`config.mk`:
```
export PLATFORM = sky130hd
export DESIGN_NAME = clg_cycle_logic
export DESIGN_NICKNAME = d
export VERILOG_FILES = /design/src/hw/clg_pkg.sv /design/src/hw/clg_net_out_mem.sv /design/src/hw/clg_cycle_logic.sv
export SDC_FILE = /design/constraint.sdc
export NUM_CORES = 1
export LEC_CHECK = 0
export BUFFER_PORTS_ARGS = -buffer_cell sky130_fd_sc_hd__buf_2
export CAP_MARGIN = 10
export CORE_MARGIN = 2
export CORE_UTILIZATION = 60
export DETAILED_ROUTE_END_ITERATION = 12
export PLACE_DENSITY = 0.79
export SETUP_SLACK_MARGIN = 0.4
export SYNTH_ARGS = -nofsm -noshare
export SYNTH_HDL_FRONTEND = slang
export SYNTH_SLANG_ARGS = --single-unit
```
`constraint.sdc`:
```
create_clock -name core_clk -period 7.1 [get_ports core_clk]
set_clock_uncertainty 0.2 [all_clocks]
set_input_delay 1.42 -clock core_clk [delete_from_list [all_inputs] [get_ports core_clk]]
set_output_delay 1.42 -clock core_clk [all_outputs]
set_load 0.01 [all_outputs]
```
`src/hw/clg_pkg.sv`:
```
package clg_pkg;

   // ------------------------------------------------------------
   // register map (byte addresses)
   // ------------------------------------------------------------
   localparam logic [11:0] ADDR_GATE_IN     = 12'h000;  // gate inputs a..d, per block
   localparam logic [11:0] ADDR_GATE_INV    = 12'h004;  // per-input inversion masks
   localparam logic [11:0] ADDR_GATE_USED   = 12'h008;  // per-input connected masks
   localparam logic [11:0] ADDR_GATE_OUT    = 12'h00c;  // gate outputs (read only)
   localparam logic [11:0] ADDR_SB_CTRL     = 12'h010;  // special block control inputs
   localparam logic [11:0] ADDR_SB_TIMECFG  = 12'h014;  // timebase select and value
   localparam logic [11:0] ADDR_SB_STATUS   = 12'h018;  // special block output (read only)
   localparam logic [11:0] ADDR_SB_ELAPSED  = 12'h01c;  // stopwatch elapsed time, in hundredths, seconds or minutes for the seconds, minutes or hours timebase
   localparam logic [11:0] ADDR_SCAN        = 12'h020;  // write 1 to bit 0 to run one scan
   localparam logic [11:0] ADDR_NDO_LO      = 12'h040;  // network digital out 1..32
   localparam logic [11:0] ADDR_NDO_HI      = 12'h044;  // network digital out 33..64
   localparam logic [11:0] ADDR_NAO_BASE    = 12'h080;  // network analog outs, one word each

   // ------------------------------------------------------------
   // counts and field positions
   // ------------------------------------------------------------
   localparam int NDO_COUNT   = 64;
   localparam int NAO_COUNT   = 16;
   localparam int NAO_WIDTH   = 16;
   localparam int GATE_INPUTS = 4;

   // special block control bits
   localparam int SB_SET_BIT  = 0;
   localparam int SB_RST_BIT  = 1;
   localparam int SB_EN_BIT   = 2;
   localparam int SB_INV_BIT  = 3;
   localparam int SB_RALL_BIT = 4;
   localparam int SB_LAP_BIT  = 5;
   localparam int SB_RUN_BIT  = 6;
   localparam int SB_USED_LSB = 8;  // connected mask of the six logic inputs

   // reset values
   localparam logic [31:0] RST_GATE_INV  = 32'h0000_0000;
   localparam logic [31:0] RST_GATE_USED = 32'h0000_0000;
   localparam logic [31:0] RST_SB_CTRL   = 32'h0000_0000;
   localparam logic [31:0] RST_TIMECFG   = 32'h0000_0000;

   // ------------------------------------------------------------
   // timing
   // ------------------------------------------------------------
   localparam int CLK_HZ     = 25_000_000;
   localparam int TICK_10MS  = 10;  // stopwatch base, ms
   localparam int TICK_10MS_CYCLES = CLK_HZ / 1000 * TICK_10MS;

   // 10 ms ticks per counted unit: hundredths, seconds, minutes
   localparam logic [12:0] UNIT_TICKS_SEC  = 13'h0001;
   localparam logic [12:0] UNIT_TICKS_MIN  = 13'h0064;
   localparam logic [12:0] UNIT_TICKS_HOUR = 13'h1770;

   typedef enum logic [1:0] {TB_SEC, TB_MIN, TB_HOUR, TB_10MS} clg_timebase_t;

endpackage : clg_pkg

```
`src/hw/clg_net_out_mem.sv`:
```
`timescale 1ns/1ns
// holds the network analog outputs; read data is registered
module clg_net_out_mem
   import clg_pkg::*;
(
   input  wire logic                 core_clk,
   input  wire logic                 arst_n,
   input  wire logic                 wrEn,
   input  wire logic [3:0]           wrAddr,
   input  wire logic [NAO_WIDTH-1:0] wrData,
   input  wire logic [3:0]           rdAddr,
   output logic      [NAO_WIDTH-1:0] rdData,
   output logic      [NAO_WIDTH-1:0] firstWord
);

   logic [NAO_WIDTH-1:0] mem [NAO_COUNT];

   // ------------------------------------------------------------
   // storage, cleared at reset so outputs are defined
   // ------------------------------------------------------------
   always_ff @(posedge core_clk or negedge arst_n) begin
      if (!arst_n) begin
         for (int i = 0; i < NAO_COUNT; i++) begin
            mem[i] <= '0;
         end
      end else if (wrEn) begin
         mem[wrAddr] <= wrData;
      end
   end

   // registered read port
   always_ff @(posedge core_clk or negedge arst_n) begin
      if (!arst_n) begin
         rdData <= '0;
      end else begin
         rdData <= mem[rdAddr];
      end
   end

   assign firstWord = mem[0];

endmodule : clg_net_out_mem

```
`src/hw/clg_cycle_logic.sv`:
```
// Decided for this implementation: the address map and the APB register port.
`timescale 1ns/1ns
// Function
// - four-input and goes high only when all inputs high.
// - unconnected and/nand inputs, edge variants too, read as high.
// - rising and pulses when all high now and one was low before.
// - nand goes low only when all inputs high.
// - falling nand is high when one low now and all high before.
// - or is high when any input high.
// - nor is high only when all inputs low.
// - unconnected or/nor/xor inputs read as low.
// - xor is high when its two inputs differ.
// - not outputs the complement of its input.
// - every gate input has its own inversion before evaluation.
// - set drives the special block output high.
// - reset overrides everything and clears the outputs.
// - enable low makes the special block ignore all inputs but reset and reset-all.
// - invert input complements the special block output.
// - reset-all clears all internal values such as elapsed time.
// - pause suspends stopwatch accumulation.
// - unconnected special block logic inputs read as low.
// - time value is read according to the selected timebase.
// - stopwatch offers an extra 10 ms timebase.
// - 64 addressable network digital outputs.
// - 16 addressable network analog outputs.
module clg_cycle_logic
   import clg_pkg::*;
(
   input  wire logic                 core_clk,
   input  wire logic                 arst_n,
   input  wire logic                 psel,
   input  wire logic                 penable,
   input  wire logic                 pwrite,
   input  wire logic [11:0]          paddr,
   input  wire logic [31:0]          pwdata,
   output logic      [31:0]          prdata,
   output logic                      pready,
   output logic                      pslverr,
   output logic      [7:0]           gateOut,
   output logic                      specialOut,
   output logic                      scanDone,
   output logic      [NDO_COUNT-1:0] networkDigitalOut,
   output logic      [NAO_WIDTH-1:0] networkAnalogOut0
);

   // ------------------------------------------------------------
   // helpers
   // ------------------------------------------------------------
   // condition an input: invert per its mask, then substitute the default when unused
   function automatic logic [3:0] condition(input logic [3:0] raw, input logic [3:0] inv,
                                           input logic [3:0] used, input logic dflt);
      condition = ((raw ^ inv) & used) | ({4{dflt}} & ~used);
   endfunction : condition

   function automatic logic wordHit(input logic [11:0] a, input logic [11:0] b);
      wordHit = (a[11:2] == b[11:2]);
   endfunction : wordHit

   // ------------------------------------------------------------
   // registers
   // ------------------------------------------------------------
   // gate block order in each register: 0 and, 1 and-edge, 2 nand, 3 nand-edge, 4 or, 5 nor, 6 xor, 7 not
   logic [31:0]          gateIn;     // 4 bits per block, a at the low end
   logic [31:0]          gateInv;
   logic [31:0]          gateUsed;
   logic [31:0]          sbCtrl;
   logic [31:0]          timeCfg;    // [1:0] timebase, [15:8] major, [23:16] minor
   logic [31:0]          elapsed;
   logic [3:0]           prevAndEdge;
   logic [3:0]           prevNandEdge;
   logic [12:0]          cntVal;
   logic [19:0]          tickCnt;
   logic                 scanReq;
   logic                 sbQ;
   logic                 naoWaited;  // first analog read cycle already spent
   logic [NAO_WIDTH-1:0] naoRd;

   wire logic access = psel && penable;
   wire logic wrAcc  = access && pwrite;

   // no error responses: unmapped places read zero and ignore writes
   assign pslverr = 1'b0;

   // ------------------------------------------------------------
   // software-written registers
   // ------------------------------------------------------------
   always_ff @(posedge core_clk or negedge arst_n) begin
      if (!arst_n) begin
         gateIn   <= '0;
         gateInv  <= RST_GATE_INV;
         gateUsed <= RST_GATE_USED;
         sbCtrl   <= RST_SB_CTRL;
         timeCfg  <= RST_TIMECFG;
         networkDigitalOut <= '0;
      end else if (wrAcc) begin
         if (wordHit(paddr, ADDR_GATE_IN))    gateIn   <= pwdata;
         if (wordHit(paddr, ADDR_GATE_INV))   gateInv  <= pwdata;
         if (wordHit(paddr, ADDR_GATE_USED))  gateUsed <= pwdata;
         if (wordHit(paddr, ADDR_SB_CTRL))    sbCtrl   <= pwdata;
         if (wordHit(paddr, ADDR_SB_TIMECFG)) timeCfg  <= pwdata;
         if (wordHit(paddr, ADDR_NDO_LO))     networkDigitalOut[31:0]  <= pwdata;
         if (wordHit(paddr, ADDR_NDO_HI))     networkDigitalOut[63:32] <= pwdata;
      end
   end

   // scan request: one scan evaluates every gate once
   always_ff @(posedge core_clk or negedge arst_n) begin
      if (!arst_n) begin
         scanReq <= 1'b0;
      end else begin
         scanReq <= wrAcc && wordHit(paddr, ADDR_SCAN) && pwdata[0];
      end
   end

   // ------------------------------------------------------------
   // analog network outputs
   // ------------------------------------------------------------
   wire logic naoHit   = (paddr[11:6] == ADDR_NAO_BASE[11:6]);
   wire logic naoRdAcc = access && !pwrite && naoHit;

   // analog reads need one wait state: the memory read register follows paddr at the
   // setup edge, so prdata can only pick the word up one access cycle later
   assign pready = !(naoRdAcc && !naoWaited);

   always_ff @(posedge core_clk or negedge arst_n) begin
      if (!arst_n) begin
         naoWaited <= 1'b0;
      end else begin
         naoWaited <= naoRdAcc && !naoWaited;
      end
   end

   clg_net_out_mem u_nao (
      .core_clk  (core_clk),
      .arst_n    (arst_n),
      .wrEn      (wrAcc && naoHit),
      .wrAddr    (paddr[5:2]),
      .wrData    (pwdata[NAO_WIDTH-1:0]),
      .rdAddr    (paddr[5:2]),
      .rdData    (naoRd),
      .firstWord (networkAnalogOut0)
   );

   // ------------------------------------------------------------
   // gate evaluation
   // ------------------------------------------------------------
   logic [3:0] inAnd, inAndE, inNand, inNandE, inOr, inNor, inXor, inNot;
   logic [7:0] next_gateOut;

   always_comb begin
      inAnd   = condition(gateIn[3:0],   gateInv[3:0],   gateUsed[3:0],   1'b1);
      inAndE  = condition(gateIn[7:4],   gateInv[7:4],   gateUsed[7:4],   1'b1);
      inNand  = condition(gateIn[11:8],  gateInv[11:8],  gateUsed[11:8],  1'b1);
      inNandE = condition(gateIn[15:12], gateInv[15:12], gateUsed[15:12], 1'b1);
      inOr    = condition(gateIn[19:16], gateInv[19:16], gateUsed[19:16], 1'b0);
      inNor   = condition(gateIn[23:20], gateInv[23:20], gateUsed[23:20], 1'b0);
      inXor   = condition(gateIn[27:24], gateInv[27:24], gateUsed[27:24], 1'b0);
      inNot   = condition(gateIn[31:28], gateInv[31:28], 4'hf, 1'b0);
      next_gateOut[0] = &inAnd;
      next_gateOut[1] = (&inAndE) && !(&prevAndEdge);
      next_gateOut[2] = !(&inNand);
      next_gateOut[3] = !(&inNandE) && (&prevNandEdge);
      next_gateOut[4] = |inOr;
      next_gateOut[5] = !(|inNor);
      next_gateOut[6] = inXor[0] ^ inXor[1];
      next_gateOut[7] = !inNot[0];
   end

   // outputs and previous values update once per scan
   always_ff @(posedge core_clk or negedge arst_n) begin
      if (!arst_n) begin
         gateOut      <= 8'h00;
         prevAndEdge  <= 4'hf;
         prevNandEdge <= 4'hf;
         scanDone     <= 1'b0;
      end else begin
         scanDone <= scanReq;
         if (scanReq) begin
            gateOut      <= next_gateOut;
            prevAndEdge  <= inAndE;
            prevNandEdge <= inNandE;
         end
      end
   end

   // ------------------------------------------------------------
   // special block: set/reset latch with stopwatch
   // ------------------------------------------------------------
   // unused logic inputs default low; inversion is not applied here
   wire logic [5:0] sbIn    = sbCtrl[5:0] & sbCtrl[SB_USED_LSB +: 6];
   wire logic       sbSet   = sbIn[SB_SET_BIT];
   wire logic       sbRst   = sbIn[SB_RST_BIT];
   wire logic       sbEn    = sbIn[SB_EN_BIT];
   wire logic       sbInv   = sbIn[SB_INV_BIT];
   wire logic       sbRall  = sbIn[SB_RALL_BIT];
   wire logic       sbLap   = sbIn[SB_LAP_BIT];
   wire logic       sbRun   = sbCtrl[SB_RUN_BIT];
   wire clg_timebase_t tb   = clg_timebase_t'(timeCfg[1:0]);

   // latched output; reset wins over set, enable gates everything else
   always_ff @(posedge core_clk or negedge arst_n) begin
      if (!arst_n) begin
         sbQ <= 1'b0;
      end else if (sbRst || sbRall) begin
         sbQ <= 1'b0;
      end else if (sbEn && sbSet) begin
         sbQ <= 1'b1;
      end
   end

   // invert is an input too, so enable low keeps it from acting
   assign specialOut = sbRst ? 1'b0 : (sbQ ^ (sbInv && sbEn));

   // tick generator: 10 ms units, counted down from the clock
   wire logic tick = (tickCnt == 20'(TICK_10MS_CYCLES - 1));

   always_ff @(posedge core_clk or negedge arst_n) begin
      if (!arst_n) begin
         tickCnt <= '0;
      end else if (sbRall || tick) begin
         tickCnt <= '0;
      end else begin
         tickCnt <= tickCnt + 20'h1;
      end
   end

   // timebase scaling: ticks per unit of the selected base
   // seconds base counts hundredths; minutes base counts seconds; hours base counts minutes
   logic [12:0] unitTicks;
   always_comb begin
      case (tb)
         TB_SEC:  unitTicks = UNIT_TICKS_SEC;
         TB_MIN:  unitTicks = UNIT_TICKS_MIN;
         TB_HOUR: unitTicks = UNIT_TICKS_HOUR;
         TB_10MS: unitTicks = UNIT_TICKS_SEC;
         default: unitTicks = UNIT_TICKS_SEC;
      endcase
   end

   // elapsed time accumulates while enabled and running and not paused
   always_ff @(posedge core_clk or negedge arst_n) begin
      if (!arst_n) begin
         elapsed <= '0;
         cntVal  <= '0;
      end else if (sbRst || sbRall) begin
         elapsed <= '0;
         cntVal  <= '0;
      end else if (tick && sbEn && sbRun && !sbLap) begin
         if (cntVal >= unitTicks - 13'h1) begin
            cntVal  <= '0;
            elapsed <= elapsed + 32'h1;
         end else begin
            cntVal <= cntVal + 13'h1;
         end
      end
   end

   // ------------------------------------------------------------
   // read data, registered
   // ------------------------------------------------------------
   logic [31:0] next_prdata;
   always_comb begin
      next_prdata = 32'h0000_0000;
      if (wordHit(paddr, ADDR_GATE_IN))    next_prdata = gateIn;
      if (wordHit(paddr, ADDR_GATE_INV))   next_prdata = gateInv;
      if (wordHit(paddr, ADDR_GATE_USED))  next_prdata = gateUsed;
      if (wordHit(paddr, ADDR_GATE_OUT))   next_prdata = {24'h0, gateOut};
      if (wordHit(paddr, ADDR_SB_CTRL))    next_prdata = sbCtrl;
      if (wordHit(paddr, ADDR_SB_TIMECFG)) next_prdata = timeCfg;
      if (wordHit(paddr, ADDR_SB_STATUS))  next_prdata = {31'h0, specialOut};
      if (wordHit(paddr, ADDR_SB_ELAPSED)) next_prdata = elapsed;
      if (wordHit(paddr, ADDR_NDO_LO))     next_prdata = networkDigitalOut[31:0];
      if (wordHit(paddr, ADDR_NDO_HI))     next_prdata = networkDigitalOut[63:32];
      if (naoHit)                          next_prdata = {16'h0, naoRd};
   end

   // analog reads come from the memory register, which follows paddr in setup
   always_ff @(posedge core_clk or negedge arst_n) begin
      if (!arst_n) begin
         prdata <= '0;
      end else begin
         prdata <= next_prdata;
      end
   end

endmodule : clg_cycle_logic

```
==> run metrics, run 1 <==
Post-DRT Antenna Nets=0; Die Y=between 200 and 250 um; Slowest-stage cell, CP=or4_1; peak supply drop=about 0.00017 V; layout cell share with drive strength beyond 1=about two fifths; Hold Startpoint=tickCnt[0]; CP Capture Type=register; Syn Inst Count=between 2,000 and 2,500; Critical Path RT=7.40 ns; Initial DRC Count=1,867; ys async rst share=100%; CTS clock-pin slew for the worst setup and hold paths=approximately 0.06 ns; fin util=67.5%; worst hold path type=register to register; Slew HR=between 10% and 20%; internal power=5580 uW; Max Cap Viol=0; design area=32,000 um2; total CTS buffers=59; post-DP HPWL=47,100 um; status=complete, no violations; Root Driver=clkbuf_16; commonest non-fill, non-tap cell in the layout=dfrtp_1; Post-CTS Setup Bufs=0; maximum clock path buffer count=3; post-CTS sizing=0; worst skew pair latency=around 0.64 ns; Synth Flop Type=dfrtp_1; Core Region=between 40,000 and 50,000 um2; Sum Neg Setup Slack=0 ns; reg2reg start=timeCfg[0]; Final Cycle Share=just under 70%; WP buf/inv=2; DP Worst Slack=about 1.7 ns; GRT overflow=0; ant diodes=0; CP Cell Sequence=buf_2, nand2b_1, or4_1, nor2_4, nand2_1, buf_4, mux2_2; DR pass1 iterations=7; static leakage=approximately 0.016 uW; clock period minus worst slack=4.86 ns; DRC=0; Setup violations, final=0; fin. max-slew vios=0; Max H-tree Level=2; fillcell total=~3,300; combinational share of power=under 10%; WL final=about 75,000 um; pwr dens=roughly 220 nW/um2; Crit Path Class=primary input to register; IO buf count=roughly 170; most frequent cells in the layout=dfrtp_1 (605), mux2_2 (425), buf_2 (166), nor2_1 (108), mux4_2 (81); die area=about 50,000 um2; GPL Wtd Cong=slightly below 0.9; largest net degree at the start of global routing=around 190; delay-heaviest family, CP=simple AND/OR/NAND/NOR gates; Post-synth EDFFs=0; Yosys reg bits=613; fmax=0.206 GHz; I/O pin cnt=173; Worst EP arrival=a little over 5 ns; hold_ws=roughly 0.26 ns; post-synthesis sequential area ratio=between 50% and 60%; initial core utilization=between 60% and 70%; vias in the first global route=19,769; Slew @ Worst Pin=~1.3 ns; Psw=~1600 uW; Clk network pwr share=47.1%; drt via density=~6.6; via count=just under 20,000; type of origin of the critical path=primary input; area grow syn2layout=11.7%; slowest stage delay, CP=0.71 ns; Flop pwr share=between 40% and 50%; Synth cell types=71; cell area after synthesis=about 29,000 um2; RSZ-0062 raised after global routing=false; CTS Hold Bufs=0; Crit Path Max Fanout=20; row cnt=80; initial antenna violation count=0; Yosys warnings=0; first-pass GRT wire length=~120,000 um; fin nets=roughly 2,300; Final Hold Viols=0; clock sinks=~610; Avg Cell Area, Syn=13.4 um2; final worst-path setup slack=2.24 ns; drt wl/cell=between 20 and 30 um; crit path from=paddr[4]; DP Area=29,900 um2; Die Span X=between 200 and 250 um; Net Sw Frac=between 20% and 30%; CTS tree=built; GRT Resource Usage Total=between 30% and 40%
-- metrics by stage --
stage | std cells | total power (uW)
floorplan | 2142 | 3710
global placement | 2795 | 3850
detailed placement | 2795 | 3860
CTS | 2905 | 7220
global route | 2907 | 7390
finish | 2907 | 7190
-- cells in the mapped netlist (31+ instances only) --
library cell / count / area share (%)
dfrtp_1: 605 / 53
mux2_2: 425 / 17
nor2_1: 108 / 1.4
clkbuf_1: 99 / 1.3
mux4_2: 81 / 6.4
a21oi_1: 79 / 1.4
o21ai_0: 65 / 1.1
nand2_1: 62 / 0.81
mux2_4: 60 / 3.1
nand3_1: 39 / 0.68
buf_2: 33 / 0.58
xnor2_1: 31 / 0.95
-- area by class of cell --
class | count | area [um2] | share of cell area [%]
sequential | 613 | 15300 | 48.0
timing repair buffer | 215 | 1250 | 3.90
clock inverter | 25 | 360 | 1.13
clock buffer | 85 | 1760 | 5.49
tap | 615 | 769 | 2.40
multi-input combinational | 1340 | 12500 | 39.0
inverter | 14 | 52.6 | 0.164
-- worst paths after layout --
check | end | cells after the start | slack, ns
max | sbCtrl[30] | 7 | 2.24
max reg2reg | elapsed[22] | 10 | 3.91
min | tickCnt[0] | 1 | 0.26
min in group asynchronous | tickCnt[13] | 1 | 0.65
min reg2reg | tickCnt[0] | 1 | 0.26
max in group asynchronous | u_nao.mem[56] | 2 | 4.47
-- layer usage --
| layer | GRT usage, % | routed length, um |
|---|---|---|
| met2 | 48.6 | 35800 |
| met3 | 5.81 | 5910 |
| met4 | 14.5 | 3550 |
| met5 | 0 | 0 |
| met1 | 41.3 | 30100 |
-- flip-flops by register name, indices dropped and copies added, names as in the netlist --
name and count:
elapsed 32, scanDone 1, u_nao.rdData 16, timeCfg 32, gateIn 32, gateOut 8, scanReq 1, sbQ 1
gateInv 32, naoWaited 1, gateUsed 32, u_nao.firstWord 16, sbCtrl 32, prdata 32, tickCnt 20, u_nao.mem 240
cntVal 13, networkDigitalOut 64, prevAndEdge 4, prevNandEdge 4
-- logic make-up (layout without fill, tap and decap cells) --
group | count (synthesis) | in the layout | synth area share, %
adder cells (fa/ha/maj) | 17 | 17 | 0.742
multiplexers | 580 | 580 | 26.7
other | 2 | 3 | 0.0262
XOR/XNOR | 53 | 53 | 1.62
AND/OR/NAND/NOR | 365 | 365 | 6.66
AO/OA/AOI/OAI | 322 | 322 | 7.59
buffers and inverters | 189 | 339 | 3.09
flip-flops | 613 | 613 | 53.6
-- power groups by stage --
| stage | registers (uW) | logic [uW] | clock network, uW |
|---|---|---|---|
| final | 3520 | 283 | 3390 |
| after global routing | 3520 | 310 | 3570 |
| after CTS | 3520 | 283 | 3420 |
| after detailed placement | 3580 | 282 | 0 |
| after global placement | 3580 | 272 | 0 |
| after floorplan | 3580 | 130 | 0 |
(Power assumes the default switching activity.)
==> inputs of run 2 (changes only) <==
ABC_AREA = 1   (was unset)
clock period = 4.7 ns   (was 7.1 ns; I/O delays follow)
==> run 2 against run 1 <==
Cell area fell by 2.7%. Global-route usage rose by 3.4 points. Sequential share of layout area up 1.3 points. Via count grew 27%. Hold slack worse by 0.12 ns. First-iteration DRC count grew 33%. Die area is 2.5% lower. Largest power group unchanged. Routed wire length increased by 8.4%.
==> run metrics, run 2 <==
Core Region=46,300 um2 (was 47,400 um2); fin cells=4,033 (was 2,907); commonest non-fill, non-tap cell in the layout=nand2_1 (was dfrtp_1); CTS tree=built (unchanged); post-CTS sizing=0 (unchanged); status=complete, no violations (unchanged); fin nets=3,441 (was 2,309); max FFs per register=240 (unchanged); worst hold path type=primary input to async pin (was register to register); Yosys warnings=0 (unchanged); CP Capture Type=primary output (was register); placed insts=3,919 (was 2,795); Worst setup endpoint=pready (was sbCtrl[30]); Post-DRT Antenna Nets=0 (unchanged); fmax=slightly below 0.3 GHz; type of origin of the critical path=primary input (unchanged); most frequent cells in the layout=nand2_1 (900), dfrtp_1 (605), o21ai_0 (408), nor2_1 (199), inv_1 (177) (was dfrtp_1 (605), mux2_2 (425), buf_2 (166), nor2_1 (108), mux4_2 (81)); post-DP HPWL=53,800 um (was 47,100 um); Setup violations, final=0 (unchanged); fin. max-slew vios=0 (unchanged); Sum Neg Setup Slack=0 ns (unchanged); Slew HR=19.8% (was 14.5%); Die Y=220 um (was 223 um); largest net degree at the start of global routing=104 (was 187); Post-CTS Setup Bufs=0 (unchanged); cell area after synthesis=27,900 um2 (was 28,700 um2); Final Hold Viols=0 (unchanged); R2R Setup Slk=1.61 ns (was 3.91 ns); Synth cell types=45 (was 71); first-pass GRT wire length=128,000 um (was 117,000 um); initial antenna violation count=7 (was 0); RR Endpoint=elapsed[2] (was elapsed[22]); initial core utilization=60.4% (about the same); Synth top area share=54.2% (was 52.8%); Critical Path RT=3.56 ns (was 7.40 ns); static leakage=0.0147 uW (was 0.0157 uW); most flop-heavy register=u_nao.mem (unchanged); most common cell in the synthesized netlist=nand2_1 (was dfrtp_1); vias in the first global route=23,699 (was 19,769); Avg Cell Area, Syn=8.45 um2 (was 13.4 um2); clock period minus worst slack=between 3 and 4 ns; total CTS buffers=61 (was 59); synth top area cells=dfrtp_1 (54%), nand2_1 (12%), o21ai_0 (7.3%), a22oi_1 (3.4%), o21ai_1 (3.0%) (was dfrtp_1 (53%), mux2_2 (17%), mux4_2 (6.4%), mux2_4 (3.1%), nor2_1 (1.4%)); largest registers=u_nao.mem: 240 flops, networkDigitalOut: 64 flops (unchanged); RSZ-0062 raised after global routing=false (unchanged); Root Driver=clkbuf_16 (unchanged); pwr dens=338 nW/um2 (was 225 nW/um2); DRC=0 (unchanged); Max H-tree Level=2 (unchanged); R2R depth=13 (was 10); Worst EP arrival=2.30 ns (was 5.15 ns); peak supply drop=0.000301 V (was 0.000170 V); Final Total Pwr=10,500 uW (was 7190 uW); CTS Hold Bufs=0 (unchanged); post-synthesis sequential area ratio=55.0% (was 53.6%); ys async rst share=100% (unchanged); Crit Path Max Fanout=8 (was 20); cell taking the most area after synthesis=dfrtp_1 (unchanged); Yosys reg bits=613 (unchanged); I/O pin cnt=173 (unchanged); die area=48,300 um2 (was 49,500 um2); Max Cap Viol=0 (unchanged); row cnt=79 (was 80); GRT Resource Usage Total=34.1% (was 30.7%); GPL Wtd Cong=0.956 (was 0.885); Die Span X=220 um (was 223 um); WL final=81,800 um (was 75,400 um); clock sinks=613 (unchanged); Syn Inst Count=3,305 (was 2,141); Final Cycle Share=between 70% and 80%; reg2reg start=timeCfg[0] (unchanged); GRT overflow=0 (unchanged); worst skew pair latency=0.66 ns (was 0.64 ns); via count=24,434 (was 19,289); drt via density=6.06 (was 6.64); Initial DRC Count=2,487 (was 1,867); Synth Flop Type=dfrtp_1 (unchanged); maximum clock path buffer count=3 (unchanged); commonest cells in the netlist=nand2_1 (903), dfrtp_1 (605), o21ai_0 (408), nor2_1 (199), inv_1 (177) (was dfrtp_1 (605), mux2_2 (425), nor2_1 (108), clkbuf_1 (99), mux4_2 (81)); crit path from=paddr[11] (was paddr[4]); DR pass1 iterations=6 (was 7); Slew @ Worst Pin=1.20 ns (was 1.28 ns); area grow syn2layout=11.5% (was 11.7%); IO buf count=169 (unchanged); Crit Path Class=primary input to primary output (was primary input to register); drt wl/cell=20.3 um (was 25.9 um); layout cell share with drive strength beyond 1=11.6% (was 40.1%); Post-synth EDFFs=0 (unchanged); CTS clock-pin slew for the worst setup and hold paths=0.06 ns (about the same)
[run 2: cell count changes after synthesis, moves of 60 or more]
| cell | before | now |
|---|---|---|
| nand2_1 | 62 | 903 |
| mux2_2 | 425 | 1 |
| o21ai_0 | 65 | 408 |
| o21ai_1 | 1 | 170 |
| inv_1 | 14 | 177 |
| a22oi_1 | 27 | 128 |
| nor2_1 | 108 | 199 |
| mux4_2 | 81 | 0 |
| nand3_1 | 39 | 117 |
| clkbuf_1 | 99 | 166 |
| mux2_4 | 60 | 0 |
[run 2: how the worst min path moves through the flow]
stage                         start         end  slack [ns]
after floorplan             scanReq    scanDone        0.15
after global placement    naoWaited   naoWaited        0.21
after detailed placement  naoWaited   naoWaited        0.22
after CTS                    arst_n  gateIn[20]        0.17
after global routing         arst_n   cntVal[8]        0.21
final                        arst_n   cntVal[8]        0.14
[run 2: critical path: stages]
cell and delay (ns):
buf_2 0.11, nor2_4 0.24, inv_2 0.15, nor4_4 0.24, inv_2 0.15, nor4_1 0.25, inv_1 0.07, buf_2 0.14
[run 2: cell families (layout without fill, tap and decap cells)]
logic type / after synthesis / count (layout) / share of synthesized area, %
and+or+nand+nor: 1358 / 1358 / 20.1
AOI/OAI and AO/OA: 857 / 857 / 16.9
DFF: 613 / 613 / 55.0
buffers and inverters: 422 / 539 / 6.08
xor gates and xnor gates: 35 / 35 / 1.10
adders and majority gates: 17 / 17 / 0.762
other: 2 / 6 / 0.0269
muxes: 1 / 1 / 0.0403
[run 2: layout make-up]
| type | count | area (um2) |
|---|---|---|
| Tap cell | 607 | 759 |
| Antenna cell | 3 | 7.51 |
| Timing Repair Buffer | 230 | 1360 |
| Sequential cell | 613 | 15300 |
| Inverter | 198 | 743 |
| Multi-Input combinational cell | 2271 | 10900 |
| Clock buffer | 91 | 1810 |
| Fill cell | 3670 | 15100 |
| Clock inverter | 20 | 194 |
[run 2: metal layers]
metal	vias up	wire length [um]	track usage (%)
li1	11120	-	-
met1	11869	31200	43.0
met2	1173	39900	57.0
met3	264	6210	5.13
met4	8	4410	18.5
met5	-	48	0
[run 2: report_power, final]
| part | leakage [uW] | switching (uW) | internal [uW] |
|---|---|---|---|
| registers | 0.00842 | 15.8 | 5300 |
| clock network | 0.00100 | 2090 | 2770 |
| logic | 0.00531 | 296 | 59.4 |
[run 2: stage by stage]
step / setup WS (ns) / hold slack (ns) / util (%) / cell area (um2)
after detailed placement: 0.770 / 0.217 / 63.0 / 29100
final: 1.26 / 0.138 / 67.3 / 31100
after CTS: 1.25 / 0.173 / 67.3 / 31100
after floorplan: 1.79 / 0.152 / - / 27900
after global routing: 1.10 / 0.208 / 67.3 / 31100
after global placement: 0.830 / 0.210 / 63.0 / 29100
